--- config.mk ---
export PLATFORM = sky130hd
export DESIGN_NAME = bbd_core
export DESIGN_NICKNAME = d
export VERILOG_FILES = /design/src/bbd_pkg.sv /design/src/bbd_decode.sv /design/src/bbd_bitalu.sv /design/src/bbd_core.sv
export SDC_FILE = /design/constraint.sdc
export NUM_CORES = 1
export LEC_CHECK = 0
export ABC_AREA = 1
export ABC_CLOCK_PERIOD_IN_PS = 11000
export BUFFER_PORTS_ARGS = -buffer_cell sky130_fd_sc_hd__buf_2
export CORE_MARGIN = 5
export CORE_UTILIZATION = 50
export CTS_BUF_LIST = sky130_fd_sc_hd__clkbuf_16
export CTS_CLUSTER_DIAMETER = 200
export DETAILED_ROUTE_END_ITERATION = 10
export PLACE_DENSITY_LB_ADDON = 0.08
export SYNTH_ARGS = -nofsm -noshare
export SYNTH_HDL_FRONTEND = slang
export SYNTH_HIERARCHICAL = 1
export SYNTH_SLANG_ARGS = --single-unit
--- constraint.sdc ---
create_clock -name core_clk -period 11 [get_ports core_clk]
set_input_delay 2.2 -clock core_clk [delete_from_list [all_inputs] [get_ports core_clk]]
set_output_delay 2.2 -clock core_clk [all_outputs]
set_load 0.03 [all_outputs]
--- src/bbd_pkg.sv ---
// Opcodes, lengths, cycle counts and field layouts for the bit/branch unit.
// Function
// - 8B carry AND bit, 3 bytes, 4 cycles.
// - 6B carry OR bit, 3 bytes, 5 cycles.
// - AB carry XOR bit, 3 bytes, 5 cycles.
// - Load carry from bit, 3 bytes, 4 cycles.
// - Bit test sets Z, N, V; 0C/1C.
// - Clear/set memory bit families, 2 bytes, 4 cycles.
// - 2B/0B clear/set accumulator bit, 2 cycles.
// - 20 clears carry, A0 sets carry.
// - 40 clears page flag, C0 sets it.
// - 80 clears overflow in 2 cycles.
// - 4B inverts memory bit, flags untouched.
// - EB stores carry into bit, 6 cycles.
// - 5C compares, writes memory AND NOT accumulator.
// - 3C compares, writes memory OR accumulator.
// - Branch on accumulator or page bit value.
// - 50/D0 branch on carry clear/set.
// - F0/70 branch on zero set/clear.
// - 90/10 branch on negative set/clear.
// - 2F always branches, 4 cycles.
package bbd_pkg;
  // Fixed opcodes.
  localparam logic [7:0] OPC_CARRY_AND = 8'h8b, OPC_CARRY_OR = 8'h6b;
  localparam logic [7:0] OPC_CARRY_XOR = 8'hab, OPC_LOAD_CARRY = 8'hcb;
  localparam logic [7:0] OPC_BIT_DP = 8'h0c, OPC_BIT_ABS = 8'h1c;
  localparam logic [7:0] OPC_CLR_ACC = 8'h2b, OPC_SET_ACC = 8'h0b;
  localparam logic [7:0] OPC_CLR_CARRY = 8'h20, OPC_SET_CARRY = 8'ha0;
  localparam logic [7:0] OPC_CLR_PAGE = 8'h40, OPC_SET_PAGE = 8'hc0;
  localparam logic [7:0] OPC_CLR_OVF = 8'h80, OPC_INVERT = 8'h4b;
  localparam logic [7:0] OPC_STORE_CARRY = 8'heb, OPC_TEST_CLR = 8'h5c;
  localparam logic [7:0] OPC_TEST_SET = 8'h3c, OPC_BR_C0 = 8'h50;
  localparam logic [7:0] OPC_BR_C1 = 8'hd0, OPC_BR_Z1 = 8'hf0;
  localparam logic [7:0] OPC_BR_Z0 = 8'h70, OPC_BR_NEG = 8'h90;
  localparam logic [7:0] OPC_BR_POS = 8'h10, OPC_BR_ALWAYS = 8'h2f;
  // Low nibbles of the bit-numbered families; opcode bit 4 picks clear.
  localparam logic [3:0] FAM_MEM_BIT = 4'h1, FAM_BR_ACC = 4'h2;
  localparam logic [3:0] FAM_BR_DP = 4'h3;
  localparam int OPC_FAM_CLR = 4, OPC_BIT_MSB = 7, OPC_BIT_LSB = 5;
  // Third byte of a memory-bit operand: bit, invert, high address.
  localparam int MB_BIT_MSB = 7, MB_BIT_LSB = 5, MB_INV = 4, MB_AHI_MSB = 3;
  localparam int ACC_BIT_MSB = 2, SIGN_BIT = 7, OVF_BIT = 6;
  localparam logic [15:0] DP_PAGE_OFS = 16'h0100, PC_RESET = 16'h0000;
  // Lengths in bytes.
  localparam logic [1:0] LEN_ONE = 2'h1, LEN_TWO = 2'h2, LEN_THREE = 2'h3;
  // Cycle counts.
  localparam logic [3:0] CYC_CARRY_AND = 4'h4, CYC_CARRY_OR = 4'h5;
  localparam logic [3:0] CYC_CARRY_XOR = 4'h5, CYC_LOAD_CARRY = 4'h4;
  localparam logic [3:0] CYC_BIT_DP = 4'h4, CYC_BIT_ABS = 4'h5;
  localparam logic [3:0] CYC_MEM_BIT = 4'h4, CYC_ACC_BIT = 4'h2;
  localparam logic [3:0] CYC_FLAG = 4'h2, CYC_INVERT = 4'h5;
  localparam logic [3:0] CYC_STORE_CARRY = 4'h6, CYC_TEST = 4'h6;
  localparam logic [3:0] CYC_BRA_SHORT = 4'h4, CYC_BRA_LONG = 4'h6;
  localparam logic [3:0] CYC_BRD_SHORT = 4'h5, CYC_BRD_LONG = 4'h7;
  localparam logic [3:0] CYC_BRF_SHORT = 4'h2, CYC_BRF_LONG = 4'h4;
  localparam logic [3:0] CYC_BR_ALWAYS = 4'h4, CYC_NONE = 4'h2;
  localparam logic [3:0] CNT_STEP = 4'h1;

  typedef enum logic [4:0] {
    CLS_NONE, CLS_AND, CLS_OR, CLS_XOR, CLS_LDC, CLS_BITTEST, CLS_CLRMEM,
    CLS_SETMEM, CLS_CLRACC, CLS_SETACC, CLS_CLEAR_CARRY, CLS_SET_CARRY, CLS_CLEAR_PAGE_FLAG,
    CLS_SET_PAGE_FLAG, CLS_CLEAR_OVERFLOW, CLS_NOT, CLS_STC, CLS_TCLR, CLS_TSET, CLS_BR_ACC,
    CLS_BR_DP, CLS_BR_FLAG
  } bbd_class_t;
  typedef enum logic [1:0] {COND_CARRY, COND_ZERO, COND_NEG, COND_TRUE}
    bbd_cond_t;
  typedef enum logic [1:0] {AM_DP, AM_ABS, AM_MBIT} bbd_amode_t;
endpackage : bbd_pkg

--- src/bbd_decode.sv ---
// Opcode decoder: class, length, cycle counts, bit select and address mode.
module bbd_decode (
  input wire logic [7:0] opcode,
  input wire logic [7:0] b1,
  input wire logic [7:0] b2,
  output bbd_pkg::bbd_class_t cls,
  output logic [1:0] len,
  output logic [3:0] cyc_base,
  output logic [3:0] cyc_taken,
  output logic [2:0] bit_sel,
  output logic bit_inv,
  output bbd_pkg::bbd_cond_t cond,
  output logic cond_pol,
  output bbd_pkg::bbd_amode_t amode,
  output logic mem_read
);
  import bbd_pkg::*;

  // Unknown opcodes fall back to a one-byte, two-cycle no-op.
  always_comb begin
    cls = CLS_NONE;
    len = LEN_ONE;
    cyc_base = CYC_NONE;
    cyc_taken = CYC_NONE;
    bit_sel = b2[MB_BIT_MSB:MB_BIT_LSB];
    bit_inv = b2[MB_INV];
    cond = COND_TRUE;
    cond_pol = 1'b1;
    amode = AM_MBIT;
    mem_read = 1'b1;
    case (opcode)
      OPC_CARRY_AND: begin cls = CLS_AND; len = LEN_THREE; cyc_base = CYC_CARRY_AND; end
      OPC_CARRY_OR: begin cls = CLS_OR; len = LEN_THREE; cyc_base = CYC_CARRY_OR; end
      OPC_CARRY_XOR: begin cls = CLS_XOR; len = LEN_THREE; cyc_base = CYC_CARRY_XOR; end
      OPC_LOAD_CARRY: begin cls = CLS_LDC; len = LEN_THREE; cyc_base = CYC_LOAD_CARRY; end
      OPC_BIT_DP: begin cls = CLS_BITTEST; len = LEN_TWO; cyc_base = CYC_BIT_DP; amode = AM_DP; end
      OPC_BIT_ABS: begin cls = CLS_BITTEST; len = LEN_THREE; cyc_base = CYC_BIT_ABS; amode = AM_ABS; end
      OPC_CLR_ACC, OPC_SET_ACC: begin
        cls = (opcode == OPC_CLR_ACC) ? CLS_CLRACC : CLS_SETACC;
        len = LEN_TWO;
        cyc_base = CYC_ACC_BIT;
        bit_sel = b1[ACC_BIT_MSB:0];
        mem_read = 1'b0;
      end
      OPC_CLR_CARRY: begin cls = CLS_CLEAR_CARRY; mem_read = 1'b0; cyc_base = CYC_FLAG; end
      OPC_SET_CARRY: begin cls = CLS_SET_CARRY; mem_read = 1'b0; cyc_base = CYC_FLAG; end
      OPC_CLR_PAGE: begin cls = CLS_CLEAR_PAGE_FLAG; mem_read = 1'b0; cyc_base = CYC_FLAG; end
      OPC_SET_PAGE: begin cls = CLS_SET_PAGE_FLAG; mem_read = 1'b0; cyc_base = CYC_FLAG; end
      OPC_CLR_OVF: begin cls = CLS_CLEAR_OVERFLOW; mem_read = 1'b0; cyc_base = CYC_FLAG; end
      OPC_INVERT: begin cls = CLS_NOT; len = LEN_THREE; cyc_base = CYC_INVERT; end
      OPC_STORE_CARRY: begin cls = CLS_STC; len = LEN_THREE; cyc_base = CYC_STORE_CARRY; end
      OPC_TEST_CLR, OPC_TEST_SET: begin
        cls = (opcode == OPC_TEST_CLR) ? CLS_TCLR : CLS_TSET;
        len = LEN_THREE;
        cyc_base = CYC_TEST;
        amode = AM_ABS;
      end
      OPC_BR_C0, OPC_BR_C1, OPC_BR_Z1, OPC_BR_Z0, OPC_BR_NEG, OPC_BR_POS,
      OPC_BR_ALWAYS: begin
        cls = CLS_BR_FLAG;
        len = LEN_TWO;
        mem_read = 1'b0;
        cyc_base = CYC_BRF_SHORT;
        cyc_taken = CYC_BRF_LONG;
        cond_pol = (opcode == OPC_BR_C1) || (opcode == OPC_BR_Z1) ||
                   (opcode == OPC_BR_NEG) || (opcode == OPC_BR_ALWAYS);
        if (opcode == OPC_BR_C0 || opcode == OPC_BR_C1) cond = COND_CARRY;
        else if (opcode == OPC_BR_Z0 || opcode == OPC_BR_Z1) cond = COND_ZERO;
        else if (opcode != OPC_BR_ALWAYS) cond = COND_NEG;
        if (opcode == OPC_BR_ALWAYS) begin
          cyc_base = CYC_BR_ALWAYS;
          cyc_taken = CYC_BR_ALWAYS;
        end
      end
      default: begin
        bit_sel = opcode[OPC_BIT_MSB:OPC_BIT_LSB];
        bit_inv = 1'b0;
        cond_pol = ~opcode[OPC_FAM_CLR];
        amode = AM_DP;
        len = LEN_TWO;
        case (opcode[3:0])
          FAM_MEM_BIT: begin
            cls = opcode[OPC_FAM_CLR] ? CLS_CLRMEM : CLS_SETMEM;
            cyc_base = CYC_MEM_BIT;
          end
          FAM_BR_ACC: begin
            cls = CLS_BR_ACC;
            mem_read = 1'b0;
            cyc_base = CYC_BRA_SHORT;
            cyc_taken = CYC_BRA_LONG;
          end
          FAM_BR_DP: begin
            cls = CLS_BR_DP;
            len = LEN_THREE;
            cyc_base = CYC_BRD_SHORT;
            cyc_taken = CYC_BRD_LONG;
          end
          default: begin
            len = LEN_ONE;
            mem_read = 1'b0;
          end
        endcase
      end
    endcase
  end
endmodule : bbd_decode

--- src/bbd_bitalu.sv ---
// Combinational bit unit: carry logic, memory rewrite and flag results.
module bbd_bitalu (
  input bbd_pkg::bbd_class_t cls,
  input wire logic carry,
  input wire logic [7:0] acc,
  input wire logic [7:0] mem,
  input wire logic [2:0] bit_sel,
  input wire logic bit_inv,
  output logic carry_out,
  output logic [7:0] mem_out,
  output logic [7:0] acc_out,
  output logic n_out,
  output logic z_out,
  output logic v_out,
  output logic mem_bit
);
  import bbd_pkg::*;

  logic [7:0] mask;
  logic [7:0] diff;
  logic opnd;

  assign mask = 8'h01 << bit_sel;
  assign mem_bit = mem[bit_sel];
  assign opnd = mem_bit ^ bit_inv;
  assign diff = acc - mem;

  // Each class touches only its own result; the caller picks what applies.
  always_comb begin
    carry_out = carry;
    mem_out = mem;
    acc_out = acc;
    n_out = diff[SIGN_BIT];
    z_out = (acc == mem);
    v_out = mem[OVF_BIT];
    case (cls)
      CLS_AND: carry_out = carry & opnd;
      CLS_OR: carry_out = carry | opnd;
      CLS_XOR: carry_out = carry ^ opnd;
      CLS_LDC: carry_out = opnd;
      CLS_BITTEST: begin
        n_out = mem[SIGN_BIT];
        z_out = ((acc & mem) == 8'h00);
      end
      CLS_CLRMEM: mem_out = mem & ~mask;
      CLS_SETMEM: mem_out = mem | mask;
      CLS_CLRACC: acc_out = acc & ~mask;
      CLS_SETACC: acc_out = acc | mask;
      CLS_NOT: mem_out = mem ^ mask;
      CLS_STC: mem_out = carry ? (mem | mask) : (mem & ~mask);
      CLS_TCLR: mem_out = mem & ~acc;
      CLS_TSET: mem_out = mem | acc;
      default: mem_out = mem;
    endcase
  end
endmodule : bbd_bitalu

--- src/bbd_core.sv ---
// Sequencer that runs the bit and branch instruction groups.
module bbd_core (
  input wire logic core_clk,
  input wire logic rst,
  input wire logic run,
  input wire logic [7:0] prog_byte0,
  input wire logic [7:0] prog_byte1,
  input wire logic [7:0] prog_byte2,
  input wire logic [7:0] data_rdata,
  input wire logic acc_load,
  input wire logic [7:0] acc_load_data,
  input wire logic flags_load,
  input wire logic [4:0] flags_load_data,
  output logic [15:0] prog_addr,
  output logic [15:0] data_addr,
  output logic [7:0] data_wdata,
  output logic data_rd,
  output logic data_we,
  output logic [7:0] acc,
  output logic flag_n,
  output logic flag_v,
  output logic flag_g,
  output logic flag_z,
  output logic flag_c,
  output logic instr_done,
  output logic illegal_op
);
  import bbd_pkg::*;

  typedef enum logic [1:0] {ST_FETCH, ST_READ, ST_MODIFY, ST_HOLD}
    bbd_state_t;

  typedef struct packed {
    bbd_state_t st;
    logic [3:0] cnt;
    logic [7:0] op;
    logic [7:0] b1;
    logic [7:0] b2;
    logic [15:0] pc;
    logic [7:0] acc;
    logic fn;
    logic fv;
    logic fg;
    logic fz;
    logic fc;
    logic [15:0] daddr;
    logic [7:0] wdata;
    logic rd;
    logic we;
    logic done;
    logic illegal;
    logic taken;
  } bbd_regs_t;

  bbd_regs_t r;
  bbd_regs_t next_r;

  bbd_class_t cls;
  bbd_cond_t cond;
  bbd_amode_t amode;
  logic [7:0] dec_op;
  logic [7:0] dec_b1;
  logic [7:0] dec_b2;
  logic [1:0] len;
  logic [3:0] cyc_base;
  logic [3:0] cyc_taken;
  logic [3:0] cyc_last;
  logic [2:0] bit_sel;
  logic bit_inv;
  logic cond_pol;
  logic mem_read;
  logic cond_val;
  logic alu_c;
  logic alu_n;
  logic alu_z;
  logic alu_v;
  logic alu_mbit;
  logic [7:0] alu_mem;
  logic [7:0] alu_acc;
  logic [7:0] rel;
  logic [15:0] ea;
  logic [15:0] pc_next;
  logic start;

  // The decoder looks at the fetch bytes only while a new opcode arrives.
  assign start = (r.st == ST_FETCH) && run;
  assign dec_op = (r.st == ST_FETCH) ? prog_byte0 : r.op;
  assign dec_b1 = (r.st == ST_FETCH) ? prog_byte1 : r.b1;
  assign dec_b2 = (r.st == ST_FETCH) ? prog_byte2 : r.b2;

  bbd_decode u_decode (
    .opcode(dec_op),
    .b1(dec_b1),
    .b2(dec_b2),
    .cls(cls),
    .len(len),
    .cyc_base(cyc_base),
    .cyc_taken(cyc_taken),
    .bit_sel(bit_sel),
    .bit_inv(bit_inv),
    .cond(cond),
    .cond_pol(cond_pol),
    .amode(amode),
    .mem_read(mem_read)
  );

  bbd_bitalu u_bitalu (
    .cls(cls),
    .carry(r.fc),
    .acc(r.acc),
    .mem(data_rdata),
    .bit_sel(bit_sel),
    .bit_inv(bit_inv),
    .carry_out(alu_c),
    .mem_out(alu_mem),
    .acc_out(alu_acc),
    .n_out(alu_n),
    .z_out(alu_z),
    .v_out(alu_v),
    .mem_bit(alu_mbit)
  );

  // Flag selected by a flag branch.
  always_comb begin
    case (cond)
      COND_CARRY: cond_val = r.fc;
      COND_ZERO: cond_val = r.fz;
      COND_NEG: cond_val = r.fn;
      default: cond_val = 1'b1;
    endcase
  end

  // Operand address; the page flag lifts direct-page accesses by a page.
  always_comb begin
    case (amode)
      AM_DP: ea = {8'h00, dec_b1} | (r.fg ? DP_PAGE_OFS : 16'h0000);
      AM_ABS: ea = {dec_b2, dec_b1};
      default: ea = {4'h0, dec_b2[MB_AHI_MSB:0], dec_b1};
    endcase
  end

  // The offset is relative to the byte after the branch.
  assign rel = (cls == CLS_BR_DP) ? r.b2 : r.b1;
  assign pc_next = r.pc + {14'h0000, len} +
                   (r.taken ? {{8{rel[7]}}, rel} : 16'h0000);
  assign cyc_last = (r.taken ? cyc_taken : cyc_base) - CNT_STEP;

  // Next-state logic for the whole sequencer.
  always_comb begin
    next_r = r;
    next_r.rd = 1'b0;
    next_r.we = 1'b0;
    next_r.done = 1'b0;
    next_r.illegal = 1'b0;
    case (r.st)
      ST_FETCH: begin
        // Software loads only land between instructions, never mid-flight.
        if (!run && acc_load) next_r.acc = acc_load_data;
        if (!run && flags_load) begin
          {next_r.fn, next_r.fv, next_r.fg, next_r.fz, next_r.fc} =
            flags_load_data;
        end
        if (run) begin
          next_r.op = prog_byte0;
          next_r.b1 = prog_byte1;
          next_r.b2 = prog_byte2;
          next_r.cnt = CNT_STEP;
          next_r.taken = 1'b0;
          next_r.illegal = (cls == CLS_NONE);
          case (cls)
            CLS_CLEAR_CARRY: next_r.fc = 1'b0;
            CLS_SET_CARRY: next_r.fc = 1'b1;
            CLS_CLEAR_PAGE_FLAG: next_r.fg = 1'b0;
            CLS_SET_PAGE_FLAG: next_r.fg = 1'b1;
            CLS_CLEAR_OVERFLOW: next_r.fv = 1'b0;
            CLS_CLRACC, CLS_SETACC: next_r.acc = alu_acc;
            CLS_BR_ACC: next_r.taken = (r.acc[bit_sel] == cond_pol);
            CLS_BR_FLAG: next_r.taken = (cond_val == cond_pol);
            default: next_r.taken = 1'b0;
          endcase
          if (mem_read) begin
            next_r.daddr = ea;
            next_r.rd = 1'b1;
            next_r.st = ST_READ;
          end else begin
            next_r.st = ST_HOLD;
          end
        end
      end
      ST_READ: begin
        // Memory returns the byte one edge after the read strobe.
        next_r.cnt = r.cnt + CNT_STEP;
        next_r.st = ST_MODIFY;
      end
      ST_MODIFY: begin
        next_r.cnt = r.cnt + CNT_STEP;
        next_r.st = ST_HOLD;
        case (cls)
          CLS_AND, CLS_OR, CLS_XOR, CLS_LDC: next_r.fc = alu_c;
          CLS_BITTEST: begin
            next_r.fn = alu_n;
            next_r.fz = alu_z;
            next_r.fv = alu_v;
          end
          CLS_TCLR, CLS_TSET: begin
            next_r.fn = alu_n;
            next_r.fz = alu_z;
          end
          CLS_BR_DP: next_r.taken = (alu_mbit == cond_pol);
          default: next_r.taken = r.taken;
        endcase
        // Flags stay as they are for invert and store; only memory moves.
        if (cls == CLS_CLRMEM || cls == CLS_SETMEM || cls == CLS_NOT ||
            cls == CLS_STC || cls == CLS_TCLR || cls == CLS_TSET) begin
          next_r.we = 1'b1;
          next_r.wdata = alu_mem;
        end
      end
      ST_HOLD: begin
        // Padding cycles keep each instruction at its documented length.
        if (r.cnt >= cyc_last) begin
          next_r.st = ST_FETCH;
          next_r.cnt = 4'h0;
          next_r.pc = pc_next;
          next_r.done = 1'b1;
        end else begin
          next_r.cnt = r.cnt + CNT_STEP;
        end
      end
      default: next_r.st = ST_FETCH;
    endcase
  end

  // State register.
  always_ff @(posedge core_clk or posedge rst) begin
    if (rst) begin
      r <= '0;
      r.st <= ST_FETCH;
      r.pc <= PC_RESET;
    end else begin
      r <= next_r;
    end
  end

  // Every output is a plain copy of a flop.
  assign prog_addr = r.pc;
  assign data_addr = r.daddr;
  assign data_wdata = r.wdata;
  assign data_rd = r.rd;
  assign data_we = r.we;
  assign acc = r.acc;
  assign flag_n = r.fn;
  assign flag_v = r.fv;
  assign flag_g = r.fg;
  assign flag_z = r.fz;
  assign flag_c = r.fc;
  assign instr_done = r.done;
  assign illegal_op = r.illegal;
endmodule : bbd_core

==> out/qor.csv <==
stage,metric,value,unit
final_layout,ratio of cells with drive above 1 in the final layout,13.7,%
grt,total gr overflow,0,
final_layout,Ant. Diodes,0,
logic_synthesis,most area-consuming cells after synthesis,"dfrtp_1, nand2_1, ha_1",
logic_synthesis,Post-Synthesis Cells,1251,
place,Final GP Congestion,0.973,
outcome,status,"complete, no violations",
grt,largest net degree at the start of global routing,57,
worst_setup_path,Buf/Inv on CP,4,
worst_setup_path,Crit path max-delay family,simple AND/OR/NAND/NOR gates,
worst_setup_path,Worst setup EP type,flop,
final_layout,FILL cells,1750,
worst_setup_path,Crit path largest cell delay,760,ps
logic_synthesis,post-synth top area share,26.1,%
route,"antenna viol nets, final",0,
worst_setup_path,CP Max Fanout,16,
route,Avg Vias per Cell,5.34,
logic_synthesis,YS warnings,6,
worst_setup_path,Setup crit end,prog_addr[9],
worst_setup_path,Startpoint Class,input pin,
timing,fmax,142,MHz
route,Routed WL,24.2,mm
logic_synthesis,Yosys reg bits,88,
grt,first-pass GRT wire length,39.4,mm
worst_setup_path,reg2reg end,prog_addr[9],
grt,initial antenna violation count,0,
logic_synthesis,most frequent cell after synthesis,nand2_1,
timing,RSZ-0062 raised after global routing,no,
cts,clk root buf,clkbuf_16,
worst_setup_path,Crit path top cell by count,inv_1,
final_layout,FF/Latch Area,2200,um^2
final_layout,nets,1432,
logic_synthesis,Netlist cell types,51,
cts,total CTS buffers,9,
logic_synthesis,"Seq/Total Area, Yosys",26.1,%
worst_setup_path,worst r2r src,r[86],
logic_synthesis,Avg Synthesized Cell Area,6.74,um^2
logic_synthesis,Post-Syn Area,8430,um^2
timing,final hold vios,0,
route,via count,8105,
logic_synthesis,ys flop type,dfrtp_1,
grt,vias in the first global route,7721,
final_layout,Area Overhead vs Synth,7.20,%
worst_setup_path,Critical Path RT,11280,ps
cts,clk buf depth,2,
worst_setup_path,Crit-path slowest cell,o21ai_0,
die,Initial Util,50.8,%
logic_synthesis,Synth area leader,dfrtp_1,
route,Residual DRC,0,
worst_setup_path,worst path arrival time,7330,ps
cts,clock slew at reported path FFs,80,ps
cts,cts repair resizes,0,
timing,final cycle utilization of the critical path,64.1,%
worst_setup_path,worst-case reg-to-reg path depth,24,
timing,post-layout min period,7050,ps
flow_run,Max-Cap Viols,0,
die,row count,47,
cts,H-Tree Depth,3,
timing,fin. max-slew vios,0,
hold_path,hold_sp,data_addr[4],
worst_setup_path,cell chain of the critical path,buf_2 > inv_1 > o21ai_0 > inv_1 > nand2_1 > nor2_1 > o21ai_1 > nand2_1 > nor2_2 > nand3_1 > nor2_2 > nand3_4 > o21ai_0 > a21oi_1 > fa_1 > ha_1 > inv_1 > fa_1 > o21bai_1 > a21oi_1 > or2_1 > a31oi_1,
route,DR iter-0 viols,560,
cts,Clock Sinks,88,
timing,worst slew pin tran,1010,ps
logic_synthesis,async set-reset flop share out of synthesis,100,%
timing,final setup violation count,0,
die,Die Y,140,um
logic_synthesis,Commonest cells post-synth,"nand2_1, inv_1, o21ai_0, nor2_1",
cts,"Clk Latency, worst-skew pair",360,ps
cts,CTS tree,yes,
final_layout,area of the multi-input gates,5070,um^2
timing,setup TNS,0,ps
timing,Slew headroom,31.7,%
cts,CTS Hold Buffers Added,0,
worst_setup_path,R2R setup slack,4360,ps
die,Die Wd,140,um
worst_setup_path,Crit. Startpoint,prog_byte0[6],
place,HPWL Detailed,18.9,mm
worst_setup_path,Crit Path Category,input pin to flop,
hold_path,worst hold-check path type,flop to flop,
route,wire per inst,15.9,um
timing,clock skew,17.4,ps
logic_synthesis,"EDFF count, synth",0,
die,Die Footprint,19500,um^2
die,core area,16600,um^2
worst_setup_path,Critical Path Stages,22,
grt,Tot GR Track Use,24.6,%
die,# IOs,107,
cts,"Setup Fix Bufs, Post-CTS",0,
route,DRT Pass-1 Iters,6,
place,port buffer count,106,
==> worst min path at each step <==
stage                   end  slack [ps]  depth (start not counted)
4_1_cts        data_addr[8]         480                          2
6_report       data_addr[4]         480                          2
5_1_grt        data_addr[5]         500                          2
2_1_floorplan  data_addr[3]         450                          2
3_5_place_dp   data_addr[8]         460                          2
3_3_place_gp   data_addr[3]         460                          2
==> cell type report <==
type / instances / area share [%]
multi-input combinational: 920 / 56.2
sequential: 88 / 24.4
inverter: 165 / 6.90
timing repair buffer: 109 / 6.12
tap: 220 / 3.05
clock buffer: 9 / 2.49
clock inverter: 7 / 0.900
==> per-stage QoR <==
| step | util, % | area (um^2) | instances | worst slack [ps] | hold WS (ps) |
|---|---|---|---|---|---|
| after floorplan | - | 8430 | 1252 | 4600 | 450 |
| after global placement | 52.6 | 8730 | 1502 | 3730 | 457 |
| after detailed placement | 52.6 | 8730 | 1502 | 3590 | 461 |
| after CTS | 54.5 | 9030 | 1518 | 3990 | 483 |
| after global routing | 54.5 | 9030 | 1518 | 3420 | 498 |
| final | 54.5 | 9030 | 1518 | 3950 | 480 |
==> cells by family after synthesis <==
group	count (synthesis)	synth area share, %
xor+xnor	9	0.935
other cells	1	0.0445
compound gates	230	14.9
simple gates	588	30.5
fa+ha+maj	89	13.5
mux	2	0.238
buf+inv	244	13.7
flops	88	26.1
==> registers in the layout, summed over array words and instances (netlist names), 8 cells and up <==
| signal | flops |
|---|---|
| r | 31 |
| data_addr | 16 |
| prog_addr | 16 |
| acc | 8 |
| data_wdata | 8 |
==> worst min-delay path: cells and delay by family (launching register included) <==
family           cells  cell delay, ps
flip-flops           1             350
AND/OR/NAND/NOR      2             100
==> cells in the final DEF, fill, tap and decap left out, types with 2 or more instances in the layout <==
cell type  count
nand2_1      333
inv_1        146
inv_6          2
buf_4          3
clkbuf_16      9
dfrtp_1       88
xnor2_1        4
o22ai_1        8
inv_2         13
ha_1          86
nand2_2       11
a21oi_1       54
fa_1           3
nand4_1       16
o21ai_0      121
nand3_1       88
a31oi_1       12
nor4_1         2
conb_1         2
nor2_4         8
o211ai_1       3
o21ai_1       15
o21a_1         3
nand3b_1       4
nand3_2        3
nor2_1        94
mux2i_1        2
inv_8          2
o21bai_1       4
buf_2        106
xor2_1         5
nor2_2         7
a21o_1         2
or2_2          2
clkinv_8       2
clkinv_1       4
nor3_1        14
==> layer usage <==
metal	wire (um)	GRT usage, %	vias to the layer above
met5	0	0	-
met4	414	6.27	0
met3	1390	3.77	31
met2	11300	41.2	255
met1	11000	33.2	3718
li1	-	-	4101
Power is left out: the tool's default activity adds up to more than one toggle a clock period on the data nets, which glitch-free logic cannot reach.
